<file path="config.mk">
export PLATFORM = sky130hd
export DESIGN_NAME = caa_top
export DESIGN_NICKNAME = d
export VERILOG_FILES = /design/src/hw/caa_pkg.sv /design/src/hw/caa_sync.sv /design/src/hw/caa_top.sv
export SDC_FILE = /design/constraint.sdc
export NUM_CORES = 1
export LEC_CHECK = 0
export ABC_AREA = 1
export ABC_CLOCK_PERIOD_IN_PS = 1100
export BUFFER_PORTS_ARGS = -buffer_cell sky130_fd_sc_hd__buf_2
export CORE_ASPECT_RATIO = 0.5
export CORE_MARGIN = 1
export CORE_UTILIZATION = 41
export CTS_BUF_LIST = sky130_fd_sc_hd__clkbuf_8
export DETAILED_ROUTE_END_ITERATION = 8
export PLACE_DENSITY = 0.84
export SYNTH_ARGS = -nofsm -noshare
export SYNTH_HDL_FRONTEND = slang
export SYNTH_HIERARCHICAL = 1
export SYNTH_SLANG_ARGS = --single-unit
</file>
<file path="constraint.sdc">
create_clock -name clk -period 1.1 [get_ports clk]
set_input_delay 0.22 -clock clk [delete_from_list [all_inputs] [get_ports clk]]
set_output_delay 0.22 -clock clk [all_outputs]
set_load 0.01 [all_outputs]
</file>
<file path="src/hw/caa_pkg.sv">
// Package: register map, field layout and reset values of the alarm aggregator
package caa_pkg;

  // ==========================================================================
  // Register indices and bus address width
  localparam logic [11:0] CAA_IDX_SUMMARY = 12'h2C0;
  localparam logic [11:0] CAA_IDX_FLAGS   = 12'h2C1;
  localparam logic [11:0] CAA_IDX_MASK    = 12'h2C2;
  localparam logic [11:0] CAA_IDX_SEL     = 12'h2C3;
  localparam logic [11:0] CAA_IDX_IRQ_ST  = 12'h2C4;
  localparam logic [11:0] CAA_IDX_IRQ_EN  = 12'h2C5;
  localparam int          CAA_ADDR_W      = 14;

  // ==========================================================================
  // Field positions
  localparam int CAA_NFLAG       = 5;
  localparam int CAA_BIT_DIVMIS  = 0;
  localparam int CAA_BIT_OSC     = 1;
  localparam int CAA_BIT_REALIGN = 2;
  localparam int CAA_BIT_LINK    = 3;
  localparam int CAA_BIT_PLL     = 4;
  localparam int CAA_BIT_SUMMARY = 0;
  localparam int CAA_BIT_PINSEL  = 0;
  localparam int CAA_NIRQ        = 1;

  // ==========================================================================
  // Reset values
  localparam logic [4:0] CAA_FLAGS_RST  = 5'h1F;
  localparam logic [4:0] CAA_MASK_RST   = 5'h1F;
  localparam logic       CAA_SEL_RST    = 1'h0;
  localparam logic       CAA_IRQ_EN_RST = 1'h0;

  // ==========================================================================
  // Bus access state
  typedef enum logic [1:0] {
    CAA_BUS_IDLE = 2'b01,
    CAA_BUS_DONE = 2'b10
  } caa_bus_state_t;

endpackage : caa_pkg

</file>
<file path="src/hw/caa_sync.sv">
// Two-flop synchroniser bank for the asynchronous fault inputs
`timescale 1ns/1ns
module caa_sync #(
  parameter int W = 1
) (
  input  wire logic         clk,
  input  wire logic         reset_n,
  input  wire logic [W-1:0] async_in,
  output logic      [W-1:0] sync_out
);

  logic [W-1:0] meta_r;
  logic [W-1:0] sync_r;
  logic [W-1:0] meta_nxt;
  logic [W-1:0] sync_nxt;

  // ==========================================================================
  // First stage is read only by the second
  always_comb begin
    meta_nxt = async_in;
    sync_nxt = meta_r;
  end

  always_ff @(posedge clk) begin
    if (!reset_n) begin
      meta_r <= '0;
      sync_r <= '0;
    end else begin
      meta_r <= meta_nxt;
      sync_r <= sync_nxt;
    end
  end

  assign sync_out = sync_r;

endmodule : caa_sync

</file>
<file path="src/hw/caa_top.sv">
// Converter alarm aggregator: sticky fault flags, mask, summary and APB slave
`timescale 1ns/1ns
// Notes on behaviour
// Summary bit is OR of unmasked flags
// Selected summary drives calibration status pin
// PLL unlocked sets bit 4, sticky
// Link enabled outside data encoding sets bit 3
// Clock realignment event sets bit 2
// Oscillator disable, sync or mismatch sets bit 1
// Channel divider mismatch sets bit 0
// Writing one clears a status flag
// Status flags reset to 0x1F
// Set mask bit hides its flag
// Mask bits reset to 0x1F
// Summary register read only, upper bits reserved
// Zero write keeps flag; fault beats clear
module caa_top
  import caa_pkg::*;
(
  input  wire logic                  clk,
  input  wire logic                  reset_n,
  input  wire logic                  psel,
  input  wire logic                  penable,
  input  wire logic                  pwrite,
  input  wire logic [CAA_ADDR_W-1:0] paddr,
  input  wire logic [31:0]           pwdata,
  input  wire logic [3:0]            pstrb,
  output logic      [31:0]           prdata,
  output logic                       pready,
  output logic                       pslverr,
  input  wire logic                  pll_locked,
  input  wire logic                  serial_link_enable,
  input  wire logic                  data_encoding_state,
  input  wire logic                  clock_realign_event,
  input  wire logic                  osc_sync_event,
  input  wire logic                  osc_phase_mismatch,
  input  wire logic                  divider_mismatch,
  output logic                       calibration_status_pin,
  output logic                       irq
);

  // ==========================================================================
  // Fault input synchronisation
  logic [6:0] raw_in;
  logic [6:0] syn;
  logic [4:0] fault_now;

  assign raw_in = {pll_locked, serial_link_enable, data_encoding_state,
                   clock_realign_event, osc_sync_event, osc_phase_mismatch,
                   divider_mismatch};

  caa_sync #(.W(7)) u_sync (
    .clk      (clk),
    .reset_n  (reset_n),
    .async_in (raw_in),
    .sync_out (syn)
  );

  // Event inputs are level-sampled; sources hold them for at least 3 cycles
  always_comb begin
    fault_now                  = '0;
    fault_now[CAA_BIT_PLL]     = ~syn[6];
    fault_now[CAA_BIT_LINK]    = syn[5] & ~syn[4];
    fault_now[CAA_BIT_REALIGN] = syn[3];
    fault_now[CAA_BIT_OSC]     = ~syn[5] | syn[2] | syn[1];
    fault_now[CAA_BIT_DIVMIS]  = syn[0];
  end

  // ==========================================================================
  // Register address decode
  function automatic logic hit(input logic [CAA_ADDR_W-1:0] a, input logic [11:0] idx);
    hit = (a[1:0] == 2'h0) && (a[CAA_ADDR_W-1:2] == idx);
  endfunction : hit

  caa_bus_state_t bus_r;
  caa_bus_state_t bus_nxt;
  logic           acc;
  logic           wr;
  logic           rd;
  logic           mapped;

  // One wait state keeps every answer registered
  assign acc    = psel & penable & (bus_r == CAA_BUS_IDLE);
  assign wr     = acc & pwrite & pstrb[0];
  assign rd     = acc & ~pwrite;
  assign mapped = hit(paddr, CAA_IDX_SUMMARY) | hit(paddr, CAA_IDX_FLAGS) |
                  hit(paddr, CAA_IDX_MASK) | hit(paddr, CAA_IDX_SEL) |
                  hit(paddr, CAA_IDX_IRQ_ST) | hit(paddr, CAA_IDX_IRQ_EN);

  // ==========================================================================
  // Alarm state
  logic [4:0] flags_r;
  logic [4:0] flags_nxt;
  logic [4:0] mask_r;
  logic [4:0] mask_nxt;
  logic       sel_r;
  logic       sel_nxt;
  logic       summary;
  logic       sum_r;
  logic       sum_nxt;
  logic       irq_st_r;
  logic       irq_st_nxt;
  logic       irq_en_r;
  logic       irq_en_nxt;
  logic       sum_rise;
  logic [4:0] clr;

  assign summary  = |(flags_r & ~mask_r);
  assign sum_rise = summary & ~sum_r;
  assign clr      = (wr && hit(paddr, CAA_IDX_FLAGS)) ? pwdata[4:0] : 5'h00;

  always_comb begin
    flags_nxt  = (flags_r & ~clr) | fault_now;
    mask_nxt   = mask_r;
    sel_nxt    = sel_r;
    irq_en_nxt = irq_en_r;
    sum_nxt    = summary;
    if (wr && hit(paddr, CAA_IDX_MASK)) begin
      mask_nxt = pwdata[4:0];
    end
    if (wr && hit(paddr, CAA_IDX_SEL)) begin
      sel_nxt = pwdata[CAA_BIT_PINSEL];
    end
    if (wr && hit(paddr, CAA_IDX_IRQ_EN)) begin
      irq_en_nxt = pwdata[0];
    end
    // A rising summary that meets a clearing read stays set
    irq_st_nxt = irq_st_r;
    if (rd && hit(paddr, CAA_IDX_IRQ_ST)) begin
      irq_st_nxt = 1'b0;
    end
    if (sum_rise) begin
      irq_st_nxt = 1'b1;
    end
  end

  always_ff @(posedge clk) begin
    if (!reset_n) begin
      flags_r  <= CAA_FLAGS_RST;
      mask_r   <= CAA_MASK_RST;
      sel_r    <= CAA_SEL_RST;
      irq_en_r <= CAA_IRQ_EN_RST;
      irq_st_r <= 1'b0;
      sum_r    <= 1'b0;
    end else begin
      flags_r  <= flags_nxt;
      mask_r   <= mask_nxt;
      sel_r    <= sel_nxt;
      irq_en_r <= irq_en_nxt;
      irq_st_r <= irq_st_nxt;
      sum_r    <= sum_nxt;
    end
  end

  // ==========================================================================
  // Bus answer and output pins
  logic [31:0] prdata_nxt;
  logic        pready_nxt;
  logic        pslverr_nxt;
  logic        pin_nxt;
  logic        irq_nxt;

  always_comb begin
    bus_nxt     = (acc) ? CAA_BUS_DONE : CAA_BUS_IDLE;
    pready_nxt  = acc;
    pslverr_nxt = acc & ~mapped;
    prdata_nxt  = 32'h0000_0000;
    if (rd) begin
      if (hit(paddr, CAA_IDX_SUMMARY)) begin
        prdata_nxt[CAA_BIT_SUMMARY] = summary;
      end
      if (hit(paddr, CAA_IDX_FLAGS)) begin
        prdata_nxt[4:0] = flags_r;
      end
      if (hit(paddr, CAA_IDX_MASK)) begin
        prdata_nxt[4:0] = mask_r;
      end
      if (hit(paddr, CAA_IDX_SEL)) begin
        prdata_nxt[0] = sel_r;
      end
      if (hit(paddr, CAA_IDX_IRQ_ST)) begin
        prdata_nxt[0] = irq_st_r;
      end
      if (hit(paddr, CAA_IDX_IRQ_EN)) begin
        prdata_nxt[0] = irq_en_r;
      end
    end
    pin_nxt = sel_r & summary;
    irq_nxt = irq_st_r & irq_en_r;
  end

  always_ff @(posedge clk) begin
    if (!reset_n) begin
      bus_r                  <= CAA_BUS_IDLE;
      prdata                 <= 32'h0000_0000;
      pready                 <= 1'b0;
      pslverr                <= 1'b0;
      calibration_status_pin <= 1'b0;
      irq                    <= 1'b0;
    end else begin
      bus_r                  <= bus_nxt;
      prdata                 <= prdata_nxt;
      pready                 <= pready_nxt;
      pslverr                <= pslverr_nxt;
      calibration_status_pin <= pin_nxt;
      irq                    <= irq_nxt;
    end
  end

  // ==========================================================================
  // Checks
  // Checks the registered read path, not the combinational term itself
  property p_summary_or;
    @(posedge clk) disable iff (!reset_n)
      (pready && !pwrite && !pslverr && hit(paddr, CAA_IDX_SUMMARY)) |->
        (prdata[CAA_BIT_SUMMARY] == $past(|(flags_r & ~mask_r)));
  endproperty
  a_summary_or: assert property (p_summary_or) else $error("summary mismatch");

  property p_pin;
    @(posedge clk) disable iff (!reset_n)
      (sel_r && summary) |=> calibration_status_pin;
  endproperty
  a_pin: assert property (p_pin) else $error("status pin not driven");

  property p_pll;
    @(posedge clk) disable iff (!reset_n)
      !syn[6] |=> flags_r[CAA_BIT_PLL];
  endproperty
  a_pll: assert property (p_pll) else $error("pll flag not set");

  property p_link;
    @(posedge clk) disable iff (!reset_n)
      (syn[5] && !syn[4]) |=> flags_r[CAA_BIT_LINK];
  endproperty
  a_link: assert property (p_link) else $error("link flag not set");

  property p_realign;
    @(posedge clk) disable iff (!reset_n)
      syn[3] |=> flags_r[CAA_BIT_REALIGN];
  endproperty
  a_realign: assert property (p_realign) else $error("realign flag not set");

  property p_osc;
    @(posedge clk) disable iff (!reset_n)
      (!syn[5] || syn[2] || syn[1]) |=> flags_r[CAA_BIT_OSC];
  endproperty
  a_osc: assert property (p_osc) else $error("osc flag not set");

  property p_div;
    @(posedge clk) disable iff (!reset_n)
      syn[0] |=> flags_r[CAA_BIT_DIVMIS];
  endproperty
  a_div: assert property (p_div) else $error("divider flag not set");

  property p_w1c;
    @(posedge clk) disable iff (!reset_n)
      (clr[CAA_BIT_PLL] && !fault_now[CAA_BIT_PLL]) |=> !flags_r[CAA_BIT_PLL];
  endproperty
  a_w1c: assert property (p_w1c) else $error("write one did not clear");

  property p_sticky;
    @(posedge clk) disable iff (!reset_n)
      (flags_r[CAA_BIT_LINK] && !clr[CAA_BIT_LINK]) |=> flags_r[CAA_BIT_LINK];
  endproperty
  a_sticky: assert property (p_sticky) else $error("flag dropped without clear");

  property p_rst;
    @(posedge clk) $rose(reset_n) |-> (flags_r == CAA_FLAGS_RST) && (mask_r == CAA_MASK_RST);
  endproperty
  a_rst: assert property (p_rst) else $error("reset values wrong");

  property p_ro;
    @(posedge clk) disable iff (!reset_n)
      (pready && !pwrite && hit(paddr, CAA_IDX_SUMMARY)) |-> prdata[31:1] == 31'h0;
  endproperty
  a_ro: assert property (p_ro) else $error("summary reserved bits set");

  property p_mask;
    @(posedge clk) disable iff (!reset_n)
      (mask_r == 5'h1F) |=> !calibration_status_pin;
  endproperty
  a_mask: assert property (p_mask) else $error("masked flag reached summary");

  property p_zero_keep;
    @(posedge clk) disable iff (!reset_n)
      (wr && hit(paddr, CAA_IDX_FLAGS) && (pwdata[4:0] == 5'h00)) |=>
        ((flags_r & $past(flags_r)) == $past(flags_r));
  endproperty
  a_zero_keep: assert property (p_zero_keep) else $error("zero write changed flags");

  property p_fault_wins;
    @(posedge clk) disable iff (!reset_n)
      (fault_now != 5'h00) |=> ((flags_r & $past(fault_now)) == $past(fault_now));
  endproperty
  a_fault_wins: assert property (p_fault_wins) else $error("present fault not kept");

  property p_mask_wr;
    @(posedge clk) disable iff (!reset_n)
      (wr && hit(paddr, CAA_IDX_MASK)) |=> (mask_r == $past(pwdata[4:0]));
  endproperty
  a_mask_wr: assert property (p_mask_wr) else $error("mask write not taken");

  // Reserved bits above the five flags must read back as zero
  property p_flags_rd;
    @(posedge clk) disable iff (!reset_n)
      (pready && !pwrite && !pslverr && hit(paddr, CAA_IDX_FLAGS)) |->
        (prdata == {27'h0000000, $past(flags_r)});
  endproperty
  a_flags_rd: assert property (p_flags_rd) else $error("flag read mismatch");

  property p_ready_pulse;
    @(posedge clk) disable iff (!reset_n)
      pready |=> !pready;
  endproperty
  a_ready_pulse: assert property (p_ready_pulse) else $error("ready held too long");

endmodule : caa_top

</file>
==> results of run 1 <==
cells by family after synthesis:
group                  after synthesis  synth area share, %
AOI/OAI and AO/OA                   23                 7.28
and+or+nand+nor                    105                 29.3
DFF                                 38                 42.2
buffers and inverters               71                 21.1
other                                1                0.208
metal layers:
metal / share of wire (%) / track usage, % / vias to the layer above
li1: - / - / 794
met1: 44 / 16.7 / 683
met2: 49 / 29.9 / 63
met3: 6.5 / 4.05 / 4
met4: 0.95 / 6.47 / 0
met5: 0 / 0 / -
timing repair:
item | CTS | global route
resized for setup | 4 | 11
setup endpoints to repair | 18 | 20
pin swaps | 4 | 6
buffers inserted | 1 | 1
hold buffers | 0 | 0
flip-flops by register name, indices dropped and copies added (netlist names):
signal,cells
bus_r,1
calibration_status_pin,1
flags_r,5
irq,1
irq_en_r,1
irq_st_r,1
mask_r,5
prdata,5
pready,1
pslverr,1
sel_r,1
sum_r,1
u_sync/meta_r,7
u_sync/sync_out,7
layout make-up:
class | count | area, sq um | share of cell area [%]
clock buffers | 5 | 68.8 | 3.09
clock inverters | 3 | 45.0 | 2.02
inverters | 42 | 161 | 7.26
multi-input cells | 155 | 811 | 36.4
flip-flops and latches | 38 | 762 | 34.3
well taps | 54 | 67.6 | 3.04
repair buffers | 54 | 309 | 13.9
worst max-delay path: cells and delay by family (launching register included):
family                 cells  cell delay, ps
flip-flops                 1             320
AND/OR/NAND/NOR            5             800
buffers and inverters      2             130
worst max path at each step:
stage | endpoint | from
floorplan | mask_r[0] | pready
global placement | mask_r[0] | paddr[7]
global route | mask_r[1] | pready
finish | mask_r[1] | pready
CTS | mask_r[1] | pready
detailed placement | mask_r[1] | paddr[7]
placed cells by master, fill, tap and decap left out:
cell type   netlist  routed
a21oi_1           5       5
a31oi_1           1       1
buf_2             0      40
buf_4            28      13
buf_6             1       1
bufinv_16         0       1
clkbuf_8          0       5
clkinv_2          1       1
clkinvlp_4        0       2
conb_1            1      27
dfxtp_1          38      37
dfxtp_2           0       1
inv_1            38      38
inv_2             3       2
inv_4             0       1
nand2_1          46      44
nand2_2           5       7
nand2_4           1       1
nand3_1           8       6
nand3_2           2       3
nand3_4           0       1
nand3b_1          2       2
nand4_1           3       3
nand4_2           1       1
nor2_1           24      22
nor2_2            1       3
nor2_4            3       3
nor2_8            1       1
nor3_1            6       5
nor3_2            1       1
nor3_4            1       2
o2111ai_1         1       1
o211ai_1          4       4
o21ai_0           5       2
o21ai_1           6       6
o21ai_2           0       3
o22ai_1           1       1
per-stage QoR:
stage	power, uW	utilization, %	instances	worst slack, ps
finish	2820	54.7	351	-217
detailed placement	1680	50.6	343	-290
global placement	1670	50.6	343	-226
global route	2940	54.7	351	-303
floorplan	1650	-	264	-37.1
CTS	2850	54.1	352	-201
power by group:
part	internal, uW	switching, uW
Sequential	1400	8.00
Clock	674	488
Combinational	88.0	159
Total	2170	656
==> results.cfg, run 1 <==
[detailed_routing]
routed_wl_mm = 3.67
via_per_inst = 4.40
postRouteAntennaNets = 0
vias = 1544
drt-initial-drc-count = 98
drt-wirelength-per-cell_microns = 10.4
drt_first_pass_iters = 4
route.detailed.drc = 0

[worst_setup_path]
reg2reg_to = mask_r[1]
cp_data_required_time_ps = 1320
reg2reg_depth = 7
critPathLaunchType = register
cp.arrival_ps = 1540
critPathMaxFanout = 5
slowest_delay_ps = 320
reg2reg_slack_ps = -220
cp_cell_sequence = inv_1 > nand4_1 > nor2_4 > inv_4 > nor3_4 > nand2_1 > nand3_1
reg2reg_from = pready
critPathCaptureType = register
critical_path_class = reg2reg
slowest_stage = dfxtp_2

[die]
num_rows = 16
start_util_pct = 44.4
die_x_microns = 95.8
core_sq_um = 4060
die-area_sq_um = 4690
pin_count = 98
die_h_microns = 48.9

[grt]
antenna_found_initial = 0
grt_max_degree = 24
grt_remaining_overflow = 0
grt_pass1_vias = 1398
grt_usage_pct = 15.9
grt_pass1_wl_mm = 5.69

[timing]
whs_ps = 106
setup_viol = 18
drv_slew = 0
fin_crit_sh_pct = 120
setup_tns_ps = -2340
rsz0062_at_grt = yes
setup_slack_ps = -217
finalCriticalPeriod_ps = 1320
fmax_mhz = 760
hold_viol_final = 0
skew_ps = 6.58

[clock_tree]
cts-buffers-inserted = 5
clk_latency_ps = 290
clkTransAtPathRegs_ps = 80
clockRootBuffer = clkbuf_8
cts_tree = yes
clock-sinks = 38
clockBufferDepth = 2
htree_levels = 2

[power_and_ir_drop]
peakVddDrop_v = 0.000467
p_leak_uw = 0.00122
power_density_nw_per_um2 = 1270

[logic_synthesis]
yosysSeqAreaShare_pct = 42.2
netlist_instances = 238
yosysUniqueCellTypes = 29
netlist_top_cells_count = 46 x nand2_1, 38 x dfxtp_1, 38 x inv_1, 28 x buf_4, 24 x nor2_1
yosysTopAreaCell = dfxtp_1
ys_ff_latch = 38
syn_avg_cell_area_sq_um = 7.58
synthFlopType = dfxtp_1
yosysWarnings = 6
yosysMostFrequentCell = nand2_1
syn-cell-area_sq_um = 1800
ys_top_cells_by_area = dfxtp_1 42%, buf_4 12%, nand2_1 9.6%
synth_edf_count = 0
synth_top_area_share_pct = 42.2
async_reset_ff_share_pct = 0

[min_path]
hold_start = osc_sync_event
min_to = u_sync/meta_r[2]
hold_path.class = in2reg
hold_path_depth = 3

[outcome]
violations = negative setup slack
status = complete, but fails checks

[placement]
dp_hpwl_mm = 2.82
portBuffers = 40
dpl_cell_area_sq_um = 2050
routabilityCongestion = 0.862

[finish]
diodes = 0
fin_area_sq_um = 2220
area_growth_pct = 23.3
drive_above_1_share_pct = 31.3
fin_nets = 358
fill_cells = 380

[run]
maxCapViolCount = 0
Power figures use the tool's default switching activity.
==> run 2, diff against run 1 <==
--- a/config.mk
+++ b/config.mk
@@ -8,7 +8,6 @@
 export ABC_AREA = 1
 export ABC_CLOCK_PERIOD_IN_PS = 1100
 export BUFFER_PORTS_ARGS = -buffer_cell sky130_fd_sc_hd__buf_2
-export CORE_ASPECT_RATIO = 0.5
 export CORE_MARGIN = 1
 export CORE_UTILIZATION = 41
 export CTS_BUF_LIST = sky130_fd_sc_hd__clkbuf_8
==> run 2 against run 1 <==
Net effect:
- the flow still finishes with violations (negative setup slack)
- die area is 0.34% lower
- utilization is 3.0 points higher
- non-clock buffer count is 16 higher
- highest routed layer unchanged
==> results.cfg, run 2 (synthesis results as in run 1) <==
[outcome]
status = complete, but fails checks
violations = negative setup slack

[grt]
grt_usage_pct = 17.0
grt_pass1_wl_mm = 5.64
antenna_found_initial = 0
grt_pass1_vias = 1368
grt_max_degree = 24
grt_remaining_overflow = 0

[detailed_routing]
postRouteAntennaNets = 0
route.detailed.drc = 0
routed_wl_mm = 3.60
drt-wirelength-per-cell_microns = 9.93
drt_first_pass_iters = 4
drt-initial-drc-count = 58
via_per_inst = 4.30
vias = 1560

[worst_setup_path]
critPathMaxFanout = 4
slowest_stage = dfxtp_2
startpoint = pready
slowest_delay_ps = 320
critPathCaptureType = register
reg2reg_depth = 9
reg2reg_from = pready
critical_path_class = reg2reg
cp.arrival_ps = 1500
cp_data_required_time_ps = 1290
critPathLaunchType = register
cp_cell_sequence = inv_2 > nand4_1 > buf_6 > nor2_4 > buf_4 > buf_4 > nand3_1 > nand2_1 > nand3_1

[power_and_ir_drop]
power_uw = 2870
peakVddDrop_v = 0.000753
switching_power_uw = 690
sw_frac_of_total_pct = 24.0
power_density_nw_per_um2 = 1210
clkPwrFrac_pct = 41.6
pwr-share-comb_pct = 9.3
internal_power_uw = 2180
power_frac_seq_pct = 49.1
p_leak_uw = 0.00131

[clock_tree]
clkTransAtPathRegs_ps = 80
htree_levels = 2
clockBufferDepth = 2
clk_latency_ps = 300
cts-buffers-inserted = 5
clockRootBuffer = clkbuf_8
clock-sinks = 38
cts_tree = yes
holdBufCountCts = 0

[min_path]
hold_path.class = in2reg
hold_path_depth = 3
hold_start = data_encoding_state

[timing]
finalCriticalPeriod_ps = 1310
drv_slew = 0
fmax_mhz = 765
rsz0062_at_grt = yes
skew_ps = 7.70
hold_viol_final = 0
setup_slack_ps = -208
setup_viol = 18
fin_crit_sh_pct = 119

[finish]
diodes = 0
fin_nets = 374
area_growth_pct = 31.6
fin_area_sq_um = 2370
fill_cells = 384
mostFrequentLayoutCells = 44 x nand2_1, 40 x buf_2, 36 x inv_1, 34 x dfxtp_1, 28 x buf_4
final_common_cell = nand2_1
drive_above_1_share_pct = 38.0
instances_no_fill = 363

[die]
pin_count = 98
die-area_sq_um = 4670
start_util_pct = 43.8
num_rows = 23
die_x_microns = 68.3
core_sq_um = 4120
die_h_microns = 68.3

[placement]
portBuffers = 40
dp_hpwl_mm = 2.63
routabilityCongestion = 0.860
dpl_cell_area_sq_um = 2130
preCtsSetupSlack_ps = -293
dp.cells = 350

[run]
maxCapViolCount = 0
## run 2: cell types whose count changed in the layout (fill, tap and decap cells not counted), sizes merged
cell	before	now
buf	54	70
## run 2: worst max-delay path, delay by kind of cell, from the launching register on
family                 cells  cell delay [ps]
flip-flops                 1              320
AND/OR/NAND/NOR            5              450
buffers and inverters      4              420
## run 2: cell type report
cell class | instances | area, sq um | share of cell area [%]
Tap cell | 50 | 62.6 | 2.63
Sequential cell | 38 | 766 | 32.2
Clock inverter | 3 | 45.0 | 1.90
Inverter | 42 | 161 | 6.80
Clock buffer | 5 | 68.8 | 2.90
Multi-Input combinational cell | 155 | 838 | 35.3
Timing Repair Buffer | 70 | 433 | 18.2
## run 2: metal layers
layer / track usage (%) / routed length, microns
met5: 0 / 0
met4: 9.64 / 102
met3: 6.83 / 208
met2: 26.5 / 1730
met1: 19.7 / 1560
## run 2: path summary, 6_finish.rpt
check / end / slack [ps]
setup reg to reg: flags_r[1] / -210
hold reg to reg: flags_r[4] / 390
hold / removal: u_sync/meta_r[4] / 100
setup / recovery: flags_r[1] / -210
## run 2: through the flow
stage	setup TNS (ps)	hold WS [ps]	util [%]
2_1_floorplan	-230	313	-
3_3_place_gp	-3550	370	51.8
3_5_place_dp	-3940	377	51.8
4_1_cts	-1990	89.4	55.9
5_1_grt	-4690	96.1	57.7
6_report	-2430	97.3	57.7
## run 2: what timing repair did
action / in CTS / in global routing
pin swaps: 7 / 10
setup buffers: 2 / 4
resized for setup: 11 / 19
setup endpoints to repair: 19 / 20
## run 2: power groups by stage
| stage | Sequential (uW) | Combinational, uW | Clock (uW) |
|---|---|---|---|
| 6_report | 1410 | 266 | 1190 |
| 5_1_grt | 1410 | 302 | 1280 |
| 4_1_cts | 1410 | 255 | 1210 |
| 3_5_place_dp | 1440 | 240 | 0 |
| 3_3_place_gp | 1440 | 236 | 0 |
| 2_1_floorplan | 1440 | 203 | 0 |
==> run 3, diff against run 2 <==
--- a/config.mk
+++ b/config.mk
@@ -12,8 +12,7 @@
 export CORE_UTILIZATION = 41
 export CTS_BUF_LIST = sky130_fd_sc_hd__clkbuf_8
 export DETAILED_ROUTE_END_ITERATION = 8
-export PLACE_DENSITY = 0.84
+export PLACE_DENSITY = 0.85
 export SYNTH_ARGS = -nofsm -noshare
 export SYNTH_HDL_FRONTEND = slang
-export SYNTH_HIERARCHICAL = 1
 export SYNTH_SLANG_ARGS = --single-unit
==> run 3 against run 2 <==
Net effect:
- the run still ends with negative setup slack left
- sequential power is essentially flat
- worst setup slack better by 7.8 ps
- routed wire length is 5.9% higher
- global-route usage shrank 1.5 points
- clock-buffer cell count is the same
- sequential share of layout area fell by 0.46 points
- total power rose by 8.0%
- first-iteration DRC count rose by 50%
==> results.cfg, run 3 <==
[logic_synthesis]
synth_top_area_share_pct = 42.5
yosysTopAreaCell = dfxtp_1
netlist_instances = 236
netlist_top_cells_count = 52 x nand2_1, 38 x dfxtp_1, 37 x inv_1, 28 x buf_4, 20 x nor2_1
synth_edf_count = 0
async_reset_ff_share_pct = 0
ys_ff_latch = 38
yosysWarnings = 0
yosysUniqueCellTypes = 28
yosysSeqAreaShare_pct = 42.5
syn-cell-area_sq_um = 1790
synthFlopType = dfxtp_1
syn_avg_cell_area_sq_um = 7.58
yosysMostFrequentCell = nand2_1
ys_top_cells_by_area = dfxtp_1 43%, buf_4 12%, nand2_1 11%

[worst_setup_path]
critPathMaxFanout = 2
reg2reg_to = prdata[0]
slowest_delay_ps = 330
critPathLaunchType = register
crit_buf_inv = 1
cp.arrival_ps = 1490
critPathCaptureType = register
cp_data_required_time_ps = 1290
crit_top_cell = nand2_1
reg2reg_slack_ps = -200
slowest_stage = dfxtp_2
cp_cell_sequence = inv_1 > nand2_1 > nand2_1 > nor2_1 > nand2_1 > nand2_1 > nand3_1 > nand2_1 > nand2_1 > nand2_2 > a21oi_2
crit_family = simple AND/OR/NAND/NOR gates
critical_path_class = reg2reg
reg2reg_depth = 11
reg2reg_from = mask_r[0]

[power_and_ir_drop]
clkPwrFrac_pct = 45.7
internal_power_uw = 2410
switching_power_uw = 687
sw_frac_of_total_pct = 22.2
power_uw = 3100
power_frac_seq_pct = 45.5
p_leak_uw = 0.00133
power_density_nw_per_um2 = 1280
pwr-share-comb_pct = 8.8
peakVddDrop_v = 0.000773

[finish]
drive_above_1_share_pct = 42.0
area_growth_pct = 35.5
mostFrequentLayoutCells = 46 x nand2_1, 40 x buf_2, 34 x inv_1, 30 x dfxtp_1, 27 x conb_1
diodes = 0
regArea_sq_um = 771
multi_input_area_sq_um = 872
fill_cells = 345
final_common_cell = nand2_1
fin_nets = 366

[detailed_routing]
drt-wirelength-per-cell_microns = 10.8
routed_wl_mm = 3.82
drt_first_pass_iters = 4
via_per_inst = 4.52
postRouteAntennaNets = 0
vias = 1605
route.detailed.drc = 0
drt-initial-drc-count = 87

[die]
pin_count = 98
start_util_pct = 43.8
num_rows = 23
die_h_microns = 68.1
core_sq_um = 4090
die_x_microns = 68.1
die-area_sq_um = 4630

[grt]
antenna_found_initial = 0
grt_pass1_wl_mm = 5.26
grt_max_degree = 25
grt_remaining_overflow = 0
grt_pass1_vias = 1295
grt_usage_pct = 15.5

[placement]
routabilityCongestion = 0.943
dp_hpwl_mm = 2.43
portBuffers = 40

[min_path]
hold_path.class = in2reg
min_to = u_sync.meta_r[5]
hold_start = serial_link_enable
hold_path_depth = 3

[outcome]
violations = negative setup slack
status = complete, but fails checks

[timing]
skew_ps = 5.73
drv_slew = 0
setup_slack_ps = -200
hold_viol_final = 0
finalCriticalPeriod_ps = 1300
fmax_mhz = 769
rsz0062_at_grt = yes
setup_viol = 19
whs_ps = 103
fin_crit_sh_pct = 118

[clock_tree]
cts_tree = yes
clockBufferDepth = 2
clk_latency_ps = 290
holdBufCountCts = 0
clockRootBuffer = clkbuf_8
htree_levels = 2
clkTransAtPathRegs_ps = 80
cts-buffers-inserted = 5
clock-sinks = 38

[run]
maxCapViolCount = 0
run 3: cell count changes after synthesis, sizes merged, moves of 3 or more:
cell    change
nor3        -5
inv         +3
nand2       +3
a211oi      +5
a21oi       -3
o211ai      +3
o21ai       -5
run 3: repair_timing:
| action | 4_1_cts | 5_1_grt |
|---|---|---|
| endpoints found under the hold margin | 0 | 0 |
| setup buffers | 1 | 4 |
| endpoints found under the setup margin | 15 | 20 |
| gates resized for setup | 8 | 19 |
| pin swaps | 7 | 9 |
| gates cloned | 0 | 1 |
run 3: area by class of cell:
type,count,share of cell area (%)
tap,50,2.58
inverter,45,6.97
clock buffer,5,2.84
clock inverter,3,2.84
multi-input combinational,150,36.0
timing repair buffer,64,17.0
sequential,38,31.8
run 3: worst min-delay path: cells and delay by family:
kind | cells | cell delay, ps
buffers and inverters | 2 | 110
AND/OR/NAND/NOR | 1 | 40
run 3: power groups by stage:
stage               logic, uW  registers [uW]  clock network [uW]
floorplan                 212            1440                   0
global placement          237            1440                   0
detailed placement        244            1440                   0
CTS                       249            1410                1420
global route              303            1410                1490
finish                    272            1410                1420
run 3: worst max-delay path by stage:
stage	end	cells after the start	slack, ps	from
global placement	flags_r[3]	9	-230	paddr[7]
floorplan	prdata[1]	6	-30	pready
detailed placement	mask_r[1]	9	-280	paddr[10]
CTS	irq_en_r	7	-90	pready
finish	prdata[0]	11	-200	mask_r[0]
global route	prdata[0]	11	-260	mask_r[0]
run 3: cells by family (layout without fill, tap and decap cells):
logic type      after synthesis  after routing  share of synthesized area, %
simple gates                101            102                          27.8
buf+inv                      75            117                          21.6
flops                        38             38                          42.5
compound gates               21             21                          7.83
other cells                   1             27                         0.210
run 3: per-layer routing:
layer	share of wire [%]	vias to the layer above	track usage, %
li1	-	802	-
met1	38	702	16.1
met2	50	88	27.6
met3	8.1	13	4.33
met4	3.7	0	9.38
met5	0	-	0
run 3: per-stage QoR:
step | setup slack (ps) | instances | cell area, sq um | TNS (ps) | util [%]
final | -200 | 355 | 2420 | -1750 | 59.3
after floorplan | -30.0 | 262 | 1940 | -133 | -
after detailed placement | -280 | 341 | 2150 | -4070 | 52.7
after global routing | -261 | 355 | 2420 | -3060 | 59.3
after global placement | -232 | 341 | 2150 | -3300 | 52.7
after CTS | -87.1 | 350 | 2320 | -775 | 56.7
